--- src/rtl/crp_cfg.svh ---
// Purpose: Constants of the CRC-protected register port
// Assumes: Byte offsets as seen on the serial link
// Notes:   Included by the port module only
`ifndef CRP_CFG_SVH
`define CRP_CFG_SVH

`define CRP_BUS_ADDR    7'h6D
`define CRP_OFS_CMD     8'h22
`define CRP_OFS_TEMP    8'h2E
`define CRP_OFS_PRESS   8'h30
`define CRP_OFS_SYNC    8'h32
`define CRP_OFS_STATUS  8'h36
`define CRP_CMD_SLEEP   16'h6C32
`define CRP_CMD_RESET   16'hB169
`define CRP_HEADER_CHECK_NIBBLE_POLY   4'h3
`define CRP_HEADER_CHECK_NIBBLE_INIT   4'hF
`define CRP_FRAME_CHECK_BYTE_POLY   8'hD5
`define CRP_FRAME_CHECK_BYTE_INIT   8'hFF
`define CRP_BIT_CRCERR  4'hB
`define CRP_MAX_WR_LEN  4'h3
`define CRP_BYTE_BITS   4'h8
`define CRP_IDLE_BYTE   8'hFF

`endif

--- src/rtl/crp_pkg.sv ---
// Purpose: Types of the CRC-protected register port
// Assumes: Nothing beyond the constants header
// Notes:   One packed struct carries all state
package crp_pkg;

   typedef enum logic [2:0]
   {
      PH_IDLE  = 3'b000,
      PH_RX    = 3'b001,
      PH_ACK   = 3'b010,
      PH_TX    = 3'b011,
      PH_TXACK = 3'b100
   } crp_phase_type;

   typedef enum logic [2:0]
   {
      FR_ADDR  = 3'b000,
      FR_MEM   = 3'b001,
      FR_LEN   = 3'b010,
      FR_WDATA = 3'b011,
      FR_WCRC  = 3'b100,
      FR_READ  = 3'b101,
      FR_IGN   = 3'b110
   } crp_frame_type;

   typedef enum logic [1:0]
   {
      SQ_RUN   = 2'b00,
      SQ_LOAD  = 2'b01,
      SQ_CHECK = 2'b10
   } crp_seq_type;

   typedef struct packed
   {
      crp_phase_type phase;
      crp_frame_type frm;
      crp_seq_type   seq;
      logic          scl_q;
      logic          sda_q;
      logic [3:0]    bitc;
      logic [7:0]    shreg;
      logic          oe;
      logic          mack;
      logic [3:0]    header_check_nibble;
      logic [7:0]    frame_check_byte;
      logic [7:0]    mem;
      logic [3:0]    len;
      logic          hdr_ok;
      logic [4:0]    bytec;
      logic [31:0]   wbuf;
      logic [15:0]   status;
      logic          sleep;
   } crp_state_type;

endpackage

--- src/rtl/crp_port.sv ---
// Purpose: Serial register port with header and frame checks
// Assumes: scl and sda_in are synchronous to sys_clk
// Notes:   Open-drain sda: sda_oe high pulls the line low
//
// Functional notes
// - Protected frames use bus address 0x6D.
// - Read: header, restart, data low first, check.
// - Write: header, data low first, check byte.
// - Status word write clears the selected events.
// - Only status and command are writable.
// - Command register 16-bit, write-only, default zero.
// - Sleep code powers down conditioning circuitry.
// - Reset code reloads registers from configuration memory.
// - Reload is followed by a configuration CRC check.
// - Length nibble is bytes minus one, odd.
// - Header nibble: polynomial 0x03, start 0x0F.
// - Frame byte: polynomial 0xD5, start 0xFF.
// - Check mismatch sets the communication error event.
`timescale 1ns/100ps
`include "crp_cfg.svh"

module crp_port
(
   input  wire logic        sys_clk,        // System clock, 40 MHz
   input  wire logic        rst_n,          // Asynchronous reset, active low
   input  wire logic        scl,            // Serial clock level
   input  wire logic        sda_in,         // Serial data level
   output wire logic        sda_out,        // Serial data drive value
   output wire logic        sda_oe,         // Serial data pull-low enable
   input  wire logic [15:0] evt_set,        // Event pulses into status
   input  wire logic [15:0] lvl_in,         // Level status bits
   input  wire logic [15:0] temp_in,        // Temperature word
   input  wire logic [15:0] press_in,       // Pressure word
   input  wire logic        cfg_load_done,  // Configuration load finished
   input  wire logic        cfg_check_done, // Configuration check finished
   output wire logic        sleep_mode,     // Conditioning powered down
   output wire logic        cfg_load_req,   // Load configuration memory
   output wire logic        cfg_check_req   // Check loaded configuration
);

   crp_pkg::crp_state_type r;
   crp_pkg::crp_state_type next_r;

   function automatic logic [3:0] header_check_nibble_step(input logic [3:0] c, input logic d);
      header_check_nibble_step = {c[2:0], 1'b0} ^ ((c[3] ^ d) ? `CRP_HEADER_CHECK_NIBBLE_POLY : 4'h0);
   endfunction

   function automatic logic [7:0] frame_check_byte_step(input logic [7:0] c, input logic d);
      frame_check_byte_step = {c[6:0], 1'b0} ^ ((c[7] ^ d) ? `CRP_FRAME_CHECK_BYTE_POLY : 8'h00);
   endfunction

   function automatic logic [15:0] read_word(input crp_pkg::crp_state_type s,
                                             input logic [7:0] a);
      if (a == `CRP_OFS_TEMP)
         read_word = temp_in;
      else if (a == `CRP_OFS_PRESS)
         read_word = press_in;
      else if (a == `CRP_OFS_SYNC || a == `CRP_OFS_STATUS)
         read_word = s.status | lvl_in;
      else
         read_word = 16'h0000;
   endfunction

   // Data bytes low first, then the running frame check, then filler
   function automatic logic [7:0] read_byte(input crp_pkg::crp_state_type s);
      logic [15:0] w;
      w = read_word(s, s.mem + {3'h0, s.bytec[4:1], 1'b0});
      if (s.bytec <= {1'b0, s.len})
         read_byte = s.bytec[0] ? w[15:8] : w[7:0];
      else if (s.bytec == {1'b0, s.len} + 5'h01)
         read_byte = s.frame_check_byte;
      else
         read_byte = `CRP_IDLE_BYTE;
   endfunction

   always_comb
   begin
      logic        rise, fall, start, stop;
      logic        ack, crc_err, go_sleep, go_reset;
      logic [15:0] clr, w;
      logic [7:0]  a, b;
      rise     = scl && !r.scl_q;
      fall     = !scl && r.scl_q;
      start    = scl && r.scl_q && r.sda_q && !sda_in;
      stop     = scl && r.scl_q && !r.sda_q && sda_in;
      ack      = 1'b0;
      crc_err  = 1'b0;
      go_sleep = 1'b0;
      go_reset = 1'b0;
      clr      = 16'h0000;
      w        = 16'h0000;
      a        = 8'h00;
      b        = r.shreg;
      next_r   = r;
      next_r.scl_q = scl;
      next_r.sda_q = sda_in;

      if (start)
      begin
         next_r.phase = crp_pkg::PH_RX;
         next_r.frm   = crp_pkg::FR_ADDR;
         next_r.bitc  = 4'h0;
         next_r.oe    = 1'b0;
         next_r.header_check_nibble  = `CRP_HEADER_CHECK_NIBBLE_INIT;
         if (r.phase == crp_pkg::PH_IDLE)
            next_r.frame_check_byte = `CRP_FRAME_CHECK_BYTE_INIT;
      end
      else if (stop)
      begin
         next_r.phase = crp_pkg::PH_IDLE;
         next_r.oe    = 1'b0;
      end
      else if (rise)
      begin
         case (r.phase)
            crp_pkg::PH_RX:
            begin
               next_r.shreg = {r.shreg[6:0], sda_in};
               next_r.bitc  = r.bitc + 4'h1;
               if (r.frm == crp_pkg::FR_MEM || r.frm == crp_pkg::FR_LEN)
                  next_r.header_check_nibble = header_check_nibble_step(r.header_check_nibble, sda_in);
            end
            crp_pkg::PH_TX:
               next_r.frame_check_byte = frame_check_byte_step(r.frame_check_byte, sda_in);
            crp_pkg::PH_TXACK:
               next_r.mack = !sda_in;
            default:
               next_r.mack = r.mack;
         endcase
      end
      else if (fall)
      begin
         case (r.phase)
            crp_pkg::PH_RX:
            begin
               // Commit a bit at its falling edge: a repeated start leaves no stray bit
               if (r.bitc != 4'h0)
                  next_r.frame_check_byte = frame_check_byte_step(r.frame_check_byte, r.shreg[0]);
               if (r.bitc == `CRP_BYTE_BITS)
               begin
                  case (r.frm)
                     crp_pkg::FR_ADDR:
                     begin
                        if (b[7:1] == `CRP_BUS_ADDR && !b[0])
                        begin
                           ack        = 1'b1;
                           next_r.frm = crp_pkg::FR_MEM;
                        end
                        else if (b[7:1] == `CRP_BUS_ADDR && r.hdr_ok)
                        begin
                           ack          = 1'b1;
                           next_r.frm   = crp_pkg::FR_READ;
                           next_r.bytec = 5'h00;
                        end
                        else
                           next_r.frm = crp_pkg::FR_IGN;
                     end
                     crp_pkg::FR_MEM:
                     begin
                        ack        = 1'b1;
                        next_r.mem = b;
                        next_r.frm = crp_pkg::FR_LEN;
                     end
                     crp_pkg::FR_LEN:
                     begin
                        crc_err       = (r.header_check_nibble != 4'h0);
                        next_r.len    = b[7:4];
                        next_r.hdr_ok = !crc_err && b[4] && !r.mem[0];
                        ack           = next_r.hdr_ok;
                        next_r.bytec  = 5'h00;
                        next_r.frm    = crp_pkg::FR_WDATA;
                     end
                     crp_pkg::FR_WDATA:
                     begin
                        if (r.hdr_ok && r.len <= `CRP_MAX_WR_LEN)
                        begin
                           ack = 1'b1;
                           next_r.wbuf[{r.bytec[1:0], 3'b000} +: 8] = b;
                           next_r.bytec = r.bytec + 5'h01;
                           if (r.bytec == {1'b0, r.len})
                              next_r.frm = crp_pkg::FR_WCRC;
                        end
                        else
                           next_r.frm = crp_pkg::FR_IGN;
                     end
                     crp_pkg::FR_WCRC:
                     begin
                        ack        = 1'b1;
                        next_r.frm = crp_pkg::FR_IGN;
                        if (next_r.frame_check_byte != 8'h00)
                           crc_err = 1'b1;
                        else
                        begin
                           for (int i = 0; i < 2; i++)
                           begin
                              if (i == 0 || r.len[1])
                              begin
                                 a = r.mem + 8'(2 * i);
                                 w = r.wbuf[16 * i +: 16];
                                 if (a == `CRP_OFS_STATUS)
                                    clr = clr | w;
                                 else if (a == `CRP_OFS_CMD)
                                 begin
                                    if (w == `CRP_CMD_SLEEP)
                                       go_sleep = 1'b1;
                                    else if (w == `CRP_CMD_RESET)
                                       go_reset = 1'b1;
                                 end
                              end
                           end
                        end
                     end
                     default:
                        ack = 1'b0;
                  endcase
                  next_r.oe    = ack;
                  next_r.phase = crp_pkg::PH_ACK;
               end
            end
            crp_pkg::PH_ACK, crp_pkg::PH_TXACK:
            begin
               next_r.oe    = 1'b0;
               next_r.bitc  = 4'h0;
               next_r.phase = (r.phase == crp_pkg::PH_ACK) ? crp_pkg::PH_RX : crp_pkg::PH_IDLE;
               if (r.frm == crp_pkg::FR_READ && (r.phase == crp_pkg::PH_ACK || r.mack))
               begin
                  b            = read_byte(r);
                  next_r.oe    = !b[7];
                  next_r.shreg = {b[6:0], 1'b0};
                  next_r.bitc  = 4'h1;
                  next_r.bytec = r.bytec + 5'h01;
                  next_r.phase = crp_pkg::PH_TX;
               end
            end
            crp_pkg::PH_TX:
            begin
               if (r.bitc == `CRP_BYTE_BITS)
               begin
                  next_r.oe    = 1'b0;
                  next_r.phase = crp_pkg::PH_TXACK;
               end
               else
               begin
                  next_r.oe    = !r.shreg[7];
                  next_r.shreg = {r.shreg[6:0], 1'b0};
                  next_r.bitc  = r.bitc + 4'h1;
               end
            end
            default:
               next_r.oe = 1'b0;
         endcase
      end

      // Event set wins over a clear in the same cycle
      next_r.status = (r.status & ~clr) | evt_set;
      next_r.status[`CRP_BIT_CRCERR] = next_r.status[`CRP_BIT_CRCERR] | crc_err;

      case (r.seq)
         crp_pkg::SQ_LOAD:
            if (cfg_load_done)
               next_r.seq = crp_pkg::SQ_CHECK;
         crp_pkg::SQ_CHECK:
            if (cfg_check_done)
               next_r.seq = crp_pkg::SQ_RUN;
         default:
            next_r.seq = crp_pkg::SQ_RUN;
      endcase
      if (go_sleep)
         next_r.sleep = 1'b1;
      if (go_reset)
      begin
         next_r.seq    = crp_pkg::SQ_LOAD;
         next_r.sleep  = 1'b0;
         next_r.hdr_ok = 1'b0;
         next_r.status = 16'h0000;
      end
   end

   always_ff @(posedge sys_clk or negedge rst_n)
   begin
      if (!rst_n)
      begin
         r       <= '0;
         r.scl_q <= 1'b1;
         r.sda_q <= 1'b1;
      end
      else
         r <= next_r;
   end

   assign sda_out       = 1'b0;
   assign sda_oe        = r.oe;
   assign sleep_mode    = r.sleep;
   assign cfg_load_req  = (r.seq == crp_pkg::SQ_LOAD);
   assign cfg_check_req = (r.seq == crp_pkg::SQ_CHECK);

endmodule

--- config.mk ---
export PLATFORM = sky130hd
export DESIGN_NAME = crp_port
export DESIGN_NICKNAME = d
export VERILOG_FILES = /design/src/rtl/crp_pkg.sv /design/src/rtl/crp_port.sv
export VERILOG_INCLUDE_DIRS = /design/src /design/src/rtl
export SDC_FILE = /design/constraint.sdc
export NUM_CORES = 1
export LEC_CHECK = 0
export BUFFER_PORTS_ARGS = -buffer_cell sky130_fd_sc_hd__buf_2
export CELL_PAD_IN_SITES_DETAIL_PLACEMENT = 1
export CELL_PAD_IN_SITES_GLOBAL_PLACEMENT = 2
export CORE_MARGIN = 2
export CORE_UTILIZATION = 37
export DETAILED_ROUTE_END_ITERATION = 16
export GPL_TIMING_DRIVEN = 1
export PLACE_DENSITY = 0.87
export SLEW_MARGIN = 20
export SYNTH_ARGS = -nofsm -noshare
export SYNTH_HDL_FRONTEND = slang
export SYNTH_SLANG_ARGS = --single-unit
--- constraint.sdc ---
create_clock -name sys_clk -period 3.2 [get_ports sys_clk]
set_clock_uncertainty 0.1 [all_clocks]
set_input_delay 0.16 -clock sys_clk [delete_from_list [all_inputs] [get_ports sys_clk]]
set_output_delay 0.16 -clock sys_clk [all_outputs]
set_load 0.005 [all_outputs]
==> results.md <==
| Quantity | Value |
|---|---|
| Number of enable-type register cells in the synthesized netlist | 0 |
| Number of filler cells placed in the layout | 2227 |
| Final max-slew violation count | 0 |
| Sinks on the clock net | 103 |
| Final nets | 986 |
| Fmax | 0.343 GHz |
| Fraction of post-synthesis cell area in the top cell type by area | 35.3% |
| Number of post-CTS setup repair buffers | 0 |
| Mean area per synthesized cell | 8.78 um2 |
| Fraction of final layout cells with drive strength greater than 1 | 18.2% |
| Period utilisation layout | 91.0% |
| H-tree levels | 3 |
| GRT Resource Usage Total | 23.8% |
| Wire length of the first global-routing pass | 37.8 mm |
| Setup CP Type | register to register |
| Total overflow reported by the global router | 0 |
| Clock tree buffer depth | 2 |
| Hold Fails Final Rpt | 0 |
| Peak ir drop on the vdd network | 311 uV |
| Maximum number of pins on one net before global-route repair | 76 |
| Clock-pin slew on the worst setup and hold paths | 80 ps |
| Net count of the mapped netlist | 907 |
| Antenna violations before repair | 1 |
| Core region area | 18800 um2 |
| Slew headroom | 50.7% |
| Post-synthesis instance area | 7150 um2 |
| Warnings from Yosys | 0 |
| Count of port buffers added during placement | 73 |
| 1st-pass router iterations | 4 |
| Commonest cells in the netlist | sky130_fd_sc_hd__dfrtp_1 (101), sky130_fd_sc_hd__nand2_1 (98), sky130_fd_sc_hd__o21ai_0 (70) |
| Final sum of negative setup slack | 0 ps |
| Quantity of gates resized following cts | 0 |
| CTS tree | done |
| Number of hold buffers added after CTS | 6 |
| Setup Slack @ Placement | 305 ps |
| Clock tree root buffer cell | sky130_fd_sc_hd__clkbuf_16 |
| Hold Crit Class | primary input to register |
| Primary FF master, synth | sky130_fd_sc_hd__dfrtp_1 |
| Proportion of synthesized flip-flops having asynchronous set or reset | 100% |
| Horizontal extent of the die | 143 um |
| Category of the worst setup path capture point | register |
| Number of max-capacitance violations reported | 0 |
| Die H | 143 um |
| Register-to-register path setup slack | 290 ps |
| Std-Cell Rows | 50 |
| I/O pin cnt | 75 |
| Biggest area contributors in the synthesized netlist | sky130_fd_sc_hd__dfrtp_1 (35%), sky130_fd_sc_hd__nand2_1 (5.1%), sky130_fd_sc_hd__o21ai_0 (4.9%) |
| Gp weighted congestion | 0.853 |
| DR iter-0 viols | 348 |
| Startpoint types | register |
| Worst Setup Slack, final | 288 ps |
| Setup repair after global routing missed its margin | no |
| Post-route minimum period | 2910 ps |
| Half-perimeter wire length of the detailed placement result | 18.0 mm |
| Sum of routed wire length over all layers | 23.9 mm |
| Transition time at the pin with the least slew margin | 739 ps |
| Drt wl/cell | 20.6 um |
| Required arrival time at the worst endpoint | 3310 ps |
| Most common cell in the netlist | sky130_fd_sc_hd__dfrtp_1 |
| Insertion delay of the later-clocked pin in the worst-skew pair | 360 ps |
| Leak | 0.00333 uW |
| Final setup viols | 0 |
| Gate count of the mapped netlist | 815 |
| Total via count after detailed routing | 6737 |
| Worst-path fanout max | 16 |
| Layout Cells excl Fill | 1160 |
| Areal power density over the cells | 584 nW/um2 |
| Number of global-route vias before repair | 6871 |
| Initial core utilization | 38.0% |
| Unique masters post-synth | 84 |
| Dominant cell type by area after synthesis | sky130_fd_sc_hd__dfrtp_1 |
| Hold slack | 17.0 ps |
| Run status | finished clean |
| Drc violations | 0 |
| Signal arrival time at the worst endpoint | 3020 ps |
| Cell count after placement | 1137 |
| Layout overhead on the synthesized area | 15.3% |
| Register bit total from synthesis | 103 |
| Area of the die | 20500 um2 |
| Post-DR vias/cell | 5.81 |
| Post-route ant nets | 0 |
| Number of buffers created by CTS | 9 |
| Share of synthesized area occupied by flip-flops and latches | 36.1% |
==> layout make-up <==
class,count,area (um2),share of cell area [%]
Tap cell,260,325,3.94
Clock buffer,12,256,3.11
Clock inverter,4,58.8,0.713
Sequential cell,103,2580,31.3
Antenna cell,1,2.50,0.0303
Multi-Input combinational cell,636,4220,51.2
Inverter,36,135,1.64
Timing Repair Buffer,108,671,8.13
==> where the power goes <==
group	internal [uW]	total, uW	switching (uW)	leakage, uW
Combinational	777	1890	1110	0.00188
Sequential	1430	1720	287	0.00130
Clock	663	1210	544	0.000156
==> routing by layer <==
metal,vias to the layer above,part of all wire [%],global-route usage [%]
met2,169,47,39.0
li1,3178,-,-
met1,3358,47,32.3
met3,32,5.1,4.12
met5,-,0,0
met4,0,1.7,6.93
==> logic make-up (layout without fill, tap and decap cells) <==
family	count (synthesis)	in the layout	synth area share [%]
simple gates	327	327	26.2
compound gates	238	238	21.9
flops	103	103	36.1
buf+inv	76	160	5.00
mux	29	29	4.49
fa+ha+maj	22	22	3.95
xor+xnor	19	19	2.33
other cells	1	2	0.0524
==> final timing paths <==
path / startpoint / endpoint / cells past startpoint
min in group asynchronous: rst_n / r[78] / 2
max in group asynchronous: rst_n / r[14] / 3
min reg2reg: r[66] / r[66] / 1
max reg2reg: r[94] / register / 9
min: evt_set[12] / r[13] / 3
max: r[94] / register / 9
==> through the flow <==
step	total power, uW	utilization, %	cell area (um2)
floorplan	2910	-	7150
global placement	3570	41.8	7870
detailed placement	3600	41.8	7870
CTS	4840	43.8	8250
global route	5100	43.8	8250
finish	4820	43.8	8250
==> critical path, cell delays in order (launching register included) <==
cell	delay, ps
sky130_fd_sc_hd__dfstp_2	550
sky130_fd_sc_hd__inv_1	40
sky130_fd_sc_hd__ha_1	280
sky130_fd_sc_hd__nand2b_1	240
sky130_fd_sc_hd__buf_4	190
sky130_fd_sc_hd__or2_4	290
sky130_fd_sc_hd__nor3_4	260
sky130_fd_sc_hd__nand3_1	490
sky130_fd_sc_hd__nand2_1	200
sky130_fd_sc_hd__o21ai_0	120
==> layout by cell type (no fill, tap or decap), drive strengths merged, types with 5 or more instances in the layout <==
cell	instances
a211oi	6
a21o	6
a21oi	47
a221oi	9
a22oi	5
a31oi	9
and2	8
buf	102
clkbuf	12
dfrtp	101
dlygate4sd3	6
ha	21
inv	38
mux2	15
mux2i	13
nand2	98
nand2b	26
nand3	18
nand3b	8
nand4	11
nand4b	8
nor2	38
nor2b	13
nor3	26
nor3b	22
nor4	9
o21ai	73
o22ai	17
o2bb2ai	7
o311ai	11
o31ai	14
or3b	8
xnor2	14
xor2	5
Note: power is estimated with default switching activity, not from simulation.
